## src/led_behavior_cfg.svh

```systemverilog
// Offsets, field positions, reset values and timing counts for the LED behavior block
`ifndef LED_BEHAVIOR_CFG_SVH
`define LED_BEHAVIOR_CFG_SVH

// Register offsets
`define OFF_PAIRING       8'h80
`define OFF_BEHAV_LOW     8'h81
`define OFF_BEHAV_MID     8'h82
`define OFF_BEHAV_HIGH    8'h83
`define OFF_PULSE1_PER    8'h84
`define OFF_PULSE2_PER    8'h85
`define OFF_BREATHE_PER   8'h86
`define OFF_LED_CONFIG    8'h88
`define OFF_DRIVE_LOW     8'hA0
`define OFF_DRIVE_HIGH    8'hA1
`define OFF_POL_LOW       8'hA2
`define OFF_POL_HIGH      8'hA3
`define OFF_INPUT_LOW     8'hA4
`define OFF_INPUT_HIGH    8'hA5
`define OFF_POWER_CTL     8'hA6
`define OFF_ACTIVE_LOW    8'hA7
`define OFF_ACTIVE_HIGH   8'hA8

// Reset values
`define RST_ZERO          8'h00
`define RST_PULSE1_PER    8'h20
`define RST_PULSE2_PER    8'h14
`define RST_BREATHE_PER   8'h5D
`define RST_LED_CONFIG    8'h24

// Field positions
`define POS_SLEEP_ALT     6
`define POS_P2_CNT        3
`define POS_P1_CNT        0
`define POS_ST_TRIG       7
`define POS_PWR_OPTION    0
`define POS_SLEEP         1
`define POS_DEEP_SLEEP_CTL        2

// Timing: one period count is 32 ms at 100 MHz
`define STEP_MS           32
`define CLK_MHZ           100
`define STEP_CYCLES       (`STEP_MS * 1000 * `CLK_MHZ)

`endif

```

## src/led_behavior_pkg.sv

```systemverilog
// Types shared by the LED behavior block
package led_behavior_pkg;
    // Behavior field encodings
    typedef enum logic [1:0] {
        BEH_DIRECT  = 2'h0,
        BEH_PULSE1  = 2'h1,
        BEH_PULSE2  = 2'h2,
        BEH_BREATHE = 2'h3
    } behavior_t;

    // Per-channel run state, one-hot
    typedef enum logic [3:0] {
        ST_IDLE  = 4'h1,
        ST_RUN   = 4'h2,
        ST_TAIL  = 4'h4,
        ST_DONE  = 4'h8
    } chan_state_t;

    // Register bus request
    typedef struct packed {
        logic       wr;
        logic       rd;
        logic [7:0] addr;
        logic [7:0] wdata;
    } reg_req_t;
endpackage : led_behavior_pkg

```

## src/touch_linked_led_behavior.sv

```systemverilog
// LED behavior controller: trigger selection, four behaviors, sleep alternate
`timescale 1ns/1ps
`include "led_behavior_cfg.svh"

module touch_linked_led_behavior
    import led_behavior_pkg::*;
#(
    parameter int STEP_CYCLES = `STEP_CYCLES   // Cycles per 32 ms period count
) (
    // Clock and reset
    input  wire logic        i_core_clk,
    input  wire logic        i_arst_n,
    // Register port
    input  wire logic        i_wr,
    input  wire logic        i_rd,
    input  wire logic [7:0]  i_addr,
    input  wire logic [7:0]  i_wdata,
    output logic      [7:0]  o_rdata,
    // Touch status per sensor, 1 = touched
    input  wire logic [6:0]  i_touch,
    // LED pins, 1 = pin high
    output logic      [10:0] o_led
);

    ////////////////////////////////////////////////////////////////////////
    // Registers
    localparam int NCH = 11;            // LED channels
    reg_req_t    req;                   // Bundled bus request
    logic [7:0]  sensor_to_led_pairing; // Link bits
    logic [7:0]  led_behavior_low;      // LEDs 1-4 fields
    logic [7:0]  led_behavior_mid;      // LEDs 5-8 fields
    logic [7:0]  led_behavior_high;     // LEDs 9-11 plus sleep field
    logic [7:0]  pulse1_per;            // Pulse 1 period and start edge
    logic [7:0]  pulse2_per;            // Pulse 2 period
    logic [7:0]  breathe_per;           // Breathe period
    logic [7:0]  led_config;            // Pulse counts
    logic [10:0] light_drive_bit;       // Software drive bits
    logic [10:0] polarity;              // 1 = non-inverted (active high pin)
    logic [10:0] pin_is_input;          // Pin configured as input
    logic [2:0]  power_ctl;             // Option, sleep, deep sleep
    logic [10:0] active;                // Channel actuated
    logic [10:0] level;                 // Brightness above half, per channel

    assign req = '{wr: i_wr, rd: i_rd, addr: i_addr, wdata: i_wdata};

    // Register writes
    always_ff @(posedge i_core_clk or negedge i_arst_n) begin
        if (!i_arst_n) begin
            sensor_to_led_pairing <= `RST_ZERO;
            led_behavior_low      <= `RST_ZERO;
            led_behavior_mid      <= `RST_ZERO;
            led_behavior_high     <= `RST_ZERO;
            pulse1_per            <= `RST_PULSE1_PER;
            pulse2_per            <= `RST_PULSE2_PER;
            breathe_per           <= `RST_BREATHE_PER;
            led_config            <= `RST_LED_CONFIG;
            light_drive_bit       <= 11'h000;
            polarity              <= 11'h000;
            pin_is_input          <= 11'h000;
            power_ctl             <= 3'h0;
        end else if (req.wr) begin
            case (req.addr)
                `OFF_PAIRING:     sensor_to_led_pairing <= req.wdata;
                `OFF_BEHAV_LOW:   led_behavior_low      <= req.wdata;
                `OFF_BEHAV_MID:   led_behavior_mid      <= req.wdata;
                `OFF_BEHAV_HIGH:  led_behavior_high     <= req.wdata;
                `OFF_PULSE1_PER:  pulse1_per            <= req.wdata;
                `OFF_PULSE2_PER:  pulse2_per            <= {1'b0, req.wdata[6:0]};
                `OFF_BREATHE_PER: breathe_per           <= {1'b0, req.wdata[6:0]};
                `OFF_LED_CONFIG:  led_config            <= {2'b00, req.wdata[5:0]};
                `OFF_DRIVE_LOW:   light_drive_bit[7:0]  <= req.wdata;
                `OFF_DRIVE_HIGH:  light_drive_bit[10:8] <= req.wdata[2:0];
                `OFF_POL_LOW:     polarity[7:0]         <= req.wdata;
                `OFF_POL_HIGH:    polarity[10:8]        <= req.wdata[2:0];
                `OFF_INPUT_LOW:   pin_is_input[7:0]     <= req.wdata;
                `OFF_INPUT_HIGH:  pin_is_input[10:8]    <= req.wdata[2:0];
                `OFF_POWER_CTL:   power_ctl             <= req.wdata[2:0];
                default: ;                              // Unmapped writes dropped
            endcase
        end
    end

    // Read data, one cycle after the strobe; unmapped reads zero
    always_ff @(posedge i_core_clk or negedge i_arst_n) begin
        if (!i_arst_n) begin
            o_rdata <= 8'h00;
        end else if (req.rd) begin
            case (req.addr)
                `OFF_PAIRING:     o_rdata <= sensor_to_led_pairing;
                `OFF_BEHAV_LOW:   o_rdata <= led_behavior_low;
                `OFF_BEHAV_MID:   o_rdata <= led_behavior_mid;
                `OFF_BEHAV_HIGH:  o_rdata <= led_behavior_high;
                `OFF_PULSE1_PER:  o_rdata <= pulse1_per;
                `OFF_PULSE2_PER:  o_rdata <= pulse2_per;
                `OFF_BREATHE_PER: o_rdata <= breathe_per;
                `OFF_LED_CONFIG:  o_rdata <= led_config;
                `OFF_DRIVE_LOW:   o_rdata <= light_drive_bit[7:0];
                `OFF_DRIVE_HIGH:  o_rdata <= {5'h00, light_drive_bit[10:8]};
                `OFF_POL_LOW:     o_rdata <= polarity[7:0];
                `OFF_POL_HIGH:    o_rdata <= {5'h00, polarity[10:8]};
                `OFF_INPUT_LOW:   o_rdata <= pin_is_input[7:0];
                `OFF_INPUT_HIGH:  o_rdata <= {5'h00, pin_is_input[10:8]};
                `OFF_POWER_CTL:   o_rdata <= {5'h00, power_ctl};
                `OFF_ACTIVE_LOW:  o_rdata <= active[7:0];
                `OFF_ACTIVE_HIGH: o_rdata <= {5'h00, active[10:8]};
                default:          o_rdata <= 8'h00;
            endcase
        end else begin
            o_rdata <= 8'h00;
        end
    end

    ////////////////////////////////////////////////////////////////////////
    // Field selection
    logic [21:0] fields;                 // Normal fields, LED1 in low bits
    logic        sleeping;               // Power LED alternate in force
    assign fields   = {led_behavior_high[5:0], led_behavior_mid, led_behavior_low};
    assign sleeping = power_ctl[`POS_PWR_OPTION]
                      & (power_ctl[`POS_SLEEP] | power_ctl[`POS_DEEP_SLEEP_CTL]);

    // Pulse counts, code 0..7 gives 1..8 pulses
    logic [3:0] p1_count;
    logic [3:0] p2_count;
    assign p1_count = {1'b0, led_config[`POS_P1_CNT +: 3]} + 4'h1;
    assign p2_count = {1'b0, led_config[`POS_P2_CNT +: 3]} + 4'h1;

    ////////////////////////////////////////////////////////////////////////
    // Per-channel engines
    genvar g;
    generate
        for (g = 0; g < NCH; g++) begin : g_ch
            behavior_t   beh;            // Selected behavior
            logic        linked;         // Touch sensor is the source
            logic        trig;           // Current trigger level
            logic        trig_q;         // Trigger level last cycle
            logic        lit;            // Brightness above half this cycle
            logic        late;           // Second half of the current step
            logic        rise;           // Touch / set edge
            logic        fall;           // Release / clear edge
            chan_state_t state;          // Run state
            logic [6:0]  per;            // Selected period code
            logic [31:0] cyc;            // Cycles within one step
            logic [6:0]  step;           // Steps within one period
            logic [6:0]  nsteps;         // Steps per period, at least one
            logic [3:0]  pulses;         // Pulses left
            logic        period_end;     // Last cycle of a period

            // Behavior field, power LED swaps in its sleep field
            if (g == NCH - 1) begin : g_pwr
                assign beh = behavior_t'(sleeping ? led_behavior_high[`POS_SLEEP_ALT +: 2]
                                                  : fields[2*g +: 2]);
            end else begin : g_norm
                assign beh = behavior_t'(fields[2*g +: 2]);
            end

            // Only channels 0..6 have a paired sensor
            if (g < 7) begin : g_link
                assign linked = sensor_to_led_pairing[g];
                assign trig   = linked ? i_touch[g] : light_drive_bit[g];
            end else begin : g_nolink
                assign linked = 1'b0;
                assign trig   = light_drive_bit[g];
            end

            // A source switch compares the new source against the old level,
            // so an idle new source shows up as a release edge
            assign rise = trig & ~trig_q;
            assign fall = ~trig & trig_q;

            // Period code: zero and one both mean one step
            assign per    = (beh == BEH_PULSE1) ? pulse1_per[6:0]
                          : (beh == BEH_PULSE2) ? pulse2_per[6:0] : breathe_per[6:0];
            assign nsteps = (per == 7'h00) ? 7'h01 : per;
            assign period_end = (cyc == 32'(STEP_CYCLES - 1)) && (step == nsteps - 7'h01);

            // Trigger history
            always_ff @(posedge i_core_clk or negedge i_arst_n) begin
                if (!i_arst_n) begin
                    trig_q   <= 1'b0;
                end else begin
                    trig_q   <= trig;
                end
            end

            // Behavior state machine
            always_ff @(posedge i_core_clk or negedge i_arst_n) begin
                if (!i_arst_n) begin
                    state  <= ST_IDLE;
                    pulses <= 4'h0;
                end else if (pin_is_input[g]) begin
                    state  <= ST_IDLE;
                end else begin
                    case (state)
                        ST_IDLE: begin
                            // Pulse 1 starts on the chosen edge only
                            if (beh == BEH_PULSE1) begin
                                if (pulse1_per[`POS_ST_TRIG] ? fall : rise) begin
                                    state  <= ST_TAIL;
                                    pulses <= p1_count;
                                end
                            end else if (trig) begin
                                state <= ST_RUN;
                            end
                        end
                        ST_RUN: begin
                            // Direct and breathe follow the trigger at once
                            if (!trig && beh == BEH_PULSE2) begin
                                state  <= ST_TAIL;
                                pulses <= p2_count;
                            end else if (!trig) begin
                                state <= ST_IDLE;
                            end
                        end
                        ST_TAIL: begin
                            // Pulses run out regardless of the source
                            if (period_end) begin
                                if (pulses == 4'h1) begin
                                    state <= ST_DONE;
                                end
                                pulses <= pulses - 4'h1;
                            end
                        end
                        ST_DONE: begin
                            // Drive bit was ignored during the run; rearm
                            state <= ST_IDLE;
                        end
                        default: state <= ST_IDLE;
                    endcase
                end
            end

            // Period timing, restarted when a run begins or a held run is
            // released, so a counted tail is made of whole pulses
            always_ff @(posedge i_core_clk or negedge i_arst_n) begin
                if (!i_arst_n) begin
                    cyc  <= 32'h0;
                    step <= 7'h00;
                end else if (state == ST_IDLE || state == ST_DONE || (state == ST_RUN && !trig)) begin
                    cyc  <= 32'h0;
                    step <= 7'h00;
                end else if (cyc == 32'(STEP_CYCLES - 1)) begin
                    cyc  <= 32'h0;
                    step <= (step >= nsteps - 7'h01) ? 7'h00 : step + 7'h01;
                end else begin
                    cyc  <= cyc + 32'h1;
                end
            end

            // Brightness: direct is full on; ramps lit in first half period,
            // counted in half steps so a one-step period still has a dark half
            assign late = (cyc >= 32'(STEP_CYCLES / 2));
            always_comb begin
                if (state == ST_IDLE || state == ST_DONE) begin
                    lit = 1'b0;
                end else if (beh == BEH_DIRECT) begin
                    lit = 1'b1;
                end else begin
                    lit = (({step, 1'b0} + {7'h00, late}) < {1'b0, nsteps});
                end
            end

            assign level[g] = lit;

            assign active[g] = (state != ST_IDLE) && (state != ST_DONE);

            // Pin level: polarity sets the idle state
            always_ff @(posedge i_core_clk or negedge i_arst_n) begin
                if (!i_arst_n) begin
                    o_led[g] <= 1'b0;
                end else begin
                    o_led[g] <= level[g] ^ ~polarity[g];
                end
            end
        end
    endgenerate

endmodule : touch_linked_led_behavior

```

## config.mk

```make
export PLATFORM = sky130hd
export DESIGN_NAME = touch_linked_led_behavior
export DESIGN_NICKNAME = d
export VERILOG_FILES = /design/src/led_behavior_pkg.sv /design/src/touch_linked_led_behavior.sv
export VERILOG_INCLUDE_DIRS = /design/src
export SDC_FILE = /design/constraint.sdc
export NUM_CORES = 2
export LEC_CHECK = 0
export ABC_AREA = 1
export ABC_CLOCK_PERIOD_IN_PS = 3200
export BUFFER_PORTS_ARGS = -buffer_cell sky130_fd_sc_hd__buf_2
export CAP_MARGIN = 20
export CORE_ASPECT_RATIO = 0.75
export CORE_MARGIN = 5
export CORE_UTILIZATION = 58
export CTS_CLUSTER_SIZE = 25
export DETAILED_ROUTE_END_ITERATION = 7
export PLACE_DENSITY = 0.77
export REMOVE_ABC_BUFFERS = 1
export SLEW_MARGIN = 20
export SYNTH_ARGS = -nofsm -noshare
export SYNTH_HDL_FRONTEND = slang
export SYNTH_SLANG_ARGS = --single-unit
```

## constraint.sdc

```tcl
create_clock -name i_core_clk -period 3.2 [get_ports i_core_clk]
set_input_delay 0.64 -clock i_core_clk [delete_from_list [all_inputs] [get_ports i_core_clk]]
set_output_delay 0.64 -clock i_core_clk [all_outputs]
set_load 0.03 [all_outputs]
```

Yosys cells after proc, flatten, opt, wreduce, memory -nomap -nowiden
Cells that the tools add are included.

storage, ports and cells
  bits in registers = 643
  bits of input ports = 27
  word-level logic and storage cells = 931

operators by class
  add/subtract/negate cells = 57
  magnitude comparators = 33
  eq/ne operators = 237
  multiplexer cells = 285
  bitwise gates (word level) = 79
  reduce and logical (&&, ||, !) cells = 158

operator list
  kind                                                    number
  two-way mux 32 bit                                      22
  two-way mux 4 bit                                       132
  two-way mux 7 bit                                       66
  adder 32 x 1 -> 32 bit (second input constant)          11
  equality test 32 x 22 -> 1 bit (second input constant)  11
  >= comparator 32 x 21 -> 1 bit (second input constant)  11
  one-hot mux 4 bit (3 select lines)                      22
  != test 4 bit (second input constant)                   44
  equality test 8 bit (second input constant)             17
  one-hot mux 8 bit (17 select lines)                     1
  adder 8 x 1 -> 8 bit                                    11
  equality test 4 x 1 -> 1 bit (second input constant)    22
  less-than comparator 8 x 7 -> 1 bit                     11
  != test 2 bit (second input constant)                   44
  adder 7 x 1 -> 7 bit (second input constant)            11
  equality test 7 bit                                     11
  >= comparator 7 bit                                     11
  zero test 7 bit                                         11
  subtractor 7 x 1 -> 7 bit (second input constant)       11
  != test 3 bit (second input constant)                   22
  AND reduction 6 bit                                     11
  AND reduction 5 bit                                     11
  equality test 4 x 2 -> 1 bit (second input constant)    11
  equality test 4 x 3 -> 1 bit (second input constant)    11
  20 further kinds                                        303

Depth between registers and ports, before layout
  depth in word-level cells = 14
  depth in mapped cells = 29

Worst setup path after synthesis
OpenSTA, ideal clock, no wires.

  path type = reg2reg
  start = reg power_ctl[2]
  end = reg g_ch[10].pulses[0]
  data arrival time = 3424 ps
  slack = -302 ps
  cell stages (with the launch flop) = 26
  clock period less this slack = 3502 ps
  cells stage by stage = dfrtp_1 -> o21ai_1 -> nand2_1 -> nand2_2 -> nand2_4 -> nand2_2 -> nor2_1 -> nor2_1 -> nor2_1 -> nand2_1 -> nand2_1 -> inv_1 -> ha_1 -> nand2_1 -> nor2_1 -> nand3_1 -> xor2_1 -> ha_1 -> inv_1 -> nor3_1 -> nand4_1 -> inv_1 -> nand2_1 -> a2111oi_4 -> nor2_1 -> a21oi_1

on the way
  longest elaborated chain between the ends = 13
  elaborated cells on any way between the ends = 17
  those cells by class = add/sub (1); eq/ne (6); mux (4); bitwise (2); reduce/logical (4)

ends and longest elaborated chain
  item                             RTL line                                                            RTL
  from (decl)                      touch_linked_led_behavior.sv:40                                     logic [2:0] power_ctl;
  from (signal assigned)           touch_linked_led_behavior.sv:77                                     `OFF_POWER_CTL: power_ctl <= req.wdata[2:0];
  OR 1 bit *                       touch_linked_led_behavior.sv:119                                    & (power_ctl[`POS_SLEEP] | power_ctl[`POS_DEEP_SLEEP_CTL]);
  AND 1 bit *                      touch_linked_led_behavior.sv:118                                    assign sleeping = power_ctl[`POS_PWR_OPTION]
  two-way mux 2 bit *              touch_linked_led_behavior.sv:150                                    assign beh = behavior_t'(sleeping ? led_behavior_high[`POS_SLEEP_ALT +: 2]
  equality test 2 bit              touch_linked_led_behavior.sv:172, touch_linked_led_behavior.sv:207
  two-way mux 7 bit                touch_linked_led_behavior.sv:172                                    : (beh == BEH_PULSE2) ? pulse2_per[6:0] : breathe_per[6:0];
  two-way mux 7 bit                touch_linked_led_behavior.sv:171                                    assign per = (beh == BEH_PULSE1) ? pulse1_per[6:0]
  zero test 7 bit                  touch_linked_led_behavior.sv:173                                    assign nsteps = (per == 7'h00) ? 7'h01 : per;
  two-way mux 7 bit                touch_linked_led_behavior.sv:173
  subtractor 7 x 1 -> 7 bit        touch_linked_led_behavior.sv:174                                    assign period_end = (cyc == 32'(STEP_CYCLES - 1)) && (step == nsteps - 7'h01);
  equality test 7 bit              touch_linked_led_behavior.sv:174
  logical AND 1 bit                touch_linked_led_behavior.sv:174
  != test 2 bit (no line)          -
  AND reduction 6 bit (no line) *  -
  to (signal assigned)             touch_linked_led_behavior.sv:199                                    pulses <= p1_count;
  to (signal assigned)             touch_linked_led_behavior.sv:209                                    pulses <= p2_count;
  to (signal assigned)             touch_linked_led_behavior.sv:220                                    pulses <= pulses - 4'h1;
  to (decl)                        touch_linked_led_behavior.sv:145                                    logic [3:0] pulses;

Every way passes the cells marked *; elsewhere a longest branch is shown, timed or not.
A chain may end at the register's enable or synchronous reset.

Worst setup path in the final report
  start = reg power_ctl[1]
  end = reg g_ch[10].pulses[2]

The elaborated chain is that of the path after synthesis.

==> summary.txt <==
Synthesis
  – Post-synthesis cell type count: 67
  – Mapped Cells: 5324
  – Area share of the largest cell type after synthesis: 0.3832
  – Most frequent cell after synthesis: nand2_1
  – Post-synth top flop: dfrtp_1
  – Post-synth EDFFs: 0
  – Synth top area cells: dfrtp_1 (38%), nand2_1 (9.1%), inv_1 (6.5%)
  – Commonest cells in the netlist: nand2_1 (980), inv_1 (707), dfrtp_1 (622)
  – Mapped Area: 40620 µm²
  – Average cell area after synthesis: 7.629 µm²
  – Share of flip-flops with an asynchronous set or reset: 1.000
  – Cell taking the most area after synthesis: dfrtp_1
  – Seq/Total Area, Yosys: 0.3968
  – Flops & latches, synth: 643
  – YS warnings: 0

Timing
  – Slew Limit Fails: 0
  – Setup WS post-layout: -0.6830 ns
  – Hold_ws: 0.2620 ns
  – Endpoints failing hold: 0
  – RSZ-0062 raised after global routing: yes
  – Worst-Margin Slew: 1.058 ns
  – Final min period: 3.883 ns
  – Final period util: 1.213
  – Fmax achieved: 257.5 MHz
  – Fin Setup TNS: -34.61 ns
  – Final Skew: 0.02820 ns
  – Slew headroom: 0.2884
  – Setup Viol. Count Final: 151

Worst setup path
  – Arrival @ worst endpoint: 4.45 ns
  – Worst path slowest cell: dfrtp_1
  – Crit path capture type: flip-flop
  – Crit-path max cell delay: 0.44 ns
  – R2R Path Start: power_ctl[1]$_DFFE_PN0P_
  – Crit Path Category: reg -> reg
  – R2R setup slack: -0.68 ns
  – WP data required: 3.76 ns
  – Peak fanout along the critical path: 8
  – CP startpoint kind: flip-flop
  – Critical Path Source: power_ctl[1]$_DFFE_PN0P_

Global routing
  – Initial antenna violation count: 3
  – First-pass GRT wire length: 200900 µm
  – Pin count of the biggest net entering global routing: 123
  – Overall routing resource usage: 0.3264
  – GRT Residual Overflow: 0
  – Vias in the first global route: 38555

Worst hold path
  – Hold Path Class: in -> reg
  – Hold Crit Start: i_wdata[2]

Clocking
  – CTS tree: yes
  – Skew-Pair Late Insertion Delay: 0.65 ns
  – Clock transition at path regs: 0.08 ns
  – H-tree depth: 3
  – Clock Path Buffers: 3
  – Inserted Clock Buffers: 69
  – Clock sinks: 643
  – CTS Root Cell: clkbuf_16

Place
  – Dpl hpwl: 86310 µm
  – Port-buffer cells: 45
  – GPL Wtd Cong: 1.051
  – Placed Cells: 6619

Die
  – Die height: 239.2 µm
  – Area of the core: 69790 µm²
  – Die Span X: 315.6 µm
  – Initial Util: 0.5820
  – # IOs: 46
  – Site Rows: 84
  – Die area: 75480 µm²

Finish
  – N_diodes: 0
  – Final net count: 6201
  – Share of layout cells above drive strength 1: 0.2592
  – Area grow syn2layout: 28.75%
  – Non-Filler Instances: 6961

Power
  – Leak pwr: 0.02391 µW
  – PD cells: 635.1 nW/µm²
  – Peak supply drop: 0.0005855 V

Outcome
  – Failing checks: setup timing
  – Status: complete, but fails checks

Route
  – Detailed-route via count: 41935
  – Drt via density: 6.024
  – DRT Pass-1 Iters: 8
  – Drt total wl: 134600 µm
  – DR iter-0 viols: 5302
  – Antenna Nets Post-Route: 0
  – DR WL/cell: 19.34 µm
  – Drc violations: 0

Run
  – Max-cap violations: 0
flip-flops by register name, summed over array words and instances (netlist names), 44 cells and up:
signal	flops
g_ch.cyc	352
g_ch.pulses	44
g_ch.state	44
g_ch.step	77
final timing paths:
| kind | to | cells past startpoint |
|---|---|---|
| setup / recovery | g_ch[10].pulses[2]$_DFFE_PN0P_ | 27 |
| min in group asynchronous | g_ch[6].cyc[31]$_DFF_PN0_ | 2 |
| hold reg to reg | g_ch[8].trig_q$_DFF_PN0_ | 0 |
| max in group asynchronous | g_ch[1].state[0]$_DFFE_PN1P_ | 4 |
| setup reg to reg | g_ch[10].pulses[2]$_DFFE_PN0P_ | 27 |
| hold / removal | led_config[2]$_DFFE_PN1P_ | 3 |
layout make-up:
type | count | area, µm²
clock inverters | 21 | 286.5
multi-input cells | 3763 | 24130
repair buffers | 648 | 5310
flip-flops and latches | 643 | 16120
inverters | 838 | 3237
well taps | 946 | 1184
fillers | 4863 | 17490
clock buffers | 102 | 2026
through the flow:
stage	area (µm²)	utilization	worst slack (ns)	power, µW
final	52300	0.7494	-0.6830	33210
after global routing	52300	0.7494	-0.8543	35010
after detailed placement	44850	0.6426	-0.5571	20940
after CTS	50000	0.7165	-0.3619	30760
after floorplan	40300	-	-0.3019	16870
after global placement	44850	0.6426	-0.3670	20570
layer usage:
layer | up-vias | wire length [µm] | track usage
met5 | - | 25 | 0
met3 | 615 | 15340 | 0.08105
met4 | 4 | 6811 | 0.1213
met2 | 2229 | 57400 | 0.4832
met1 | 19762 | 55050 | 0.4676
li1 | 19325 | - | -
report_power, final:
group          switching (µW)  internal, µW  leakage [µW]
Sequential                855          9010       0.00869
Combinational            9150          5760        0.0141
Clock                    3490          4950       0.00114
placed cells by master, fill, tap and decap left out, types with 76 or more instances in the layout:
cell | synthesis | final
a21oi_1 | 323 | 289
buf_4 | 0 | 516
dfrtp_1 | 622 | 616
ha_1 | 211 | 194
inv_1 | 707 | 650
inv_2 | 113 | 148
nand2_1 | 980 | 855
nand2_2 | 18 | 92
nand3_1 | 219 | 191
nand4_1 | 76 | 76
nor2_1 | 557 | 502
nor3_1 | 215 | 187
nor4_1 | 79 | 77
o21ai_0 | 280 | 232
o21ai_1 | 71 | 89
o22ai_1 | 113 | 85
xor2_1 | 94 | 90
cells by family (layout without fill, tap and decap cells):
| family | after synthesis | after routing | synth area share |
|---|---|---|---|
| compound gates | 1124 | 1124 | 0.1677 |
| xor+xnor | 146 | 146 | 0.03148 |
| fa+ha+maj | 211 | 211 | 0.06500 |
| buf+inv | 918 | 1609 | 0.08539 |
| flops | 643 | 643 | 0.3968 |
| simple gates | 2282 | 2282 | 0.2537 |
what timing repair did:
| action | 4_1_cts | 5_1_grt |
|---|---|---|
| endpoints found under the hold margin | 34 | 0 |
| pin swaps | 86 | 184 |
| resized for setup | 379 | 463 |
| setup buffers | 167 | 61 |
| cloned | 1 | 1 |
| setup endpoints to repair | 162 | 168 |
| hold buffers | 1 | 0 |
worst max-delay path: cells and delay by family, from the launching register on:
kind            cells  cell delay, ns
xor+xnor            1            0.18
buf+inv             5            0.56
compound gates      3            0.73
fa+ha+maj           2            0.44
simple gates       16            1.43
flops               1            0.44
(Power assumes the default switching activity.)
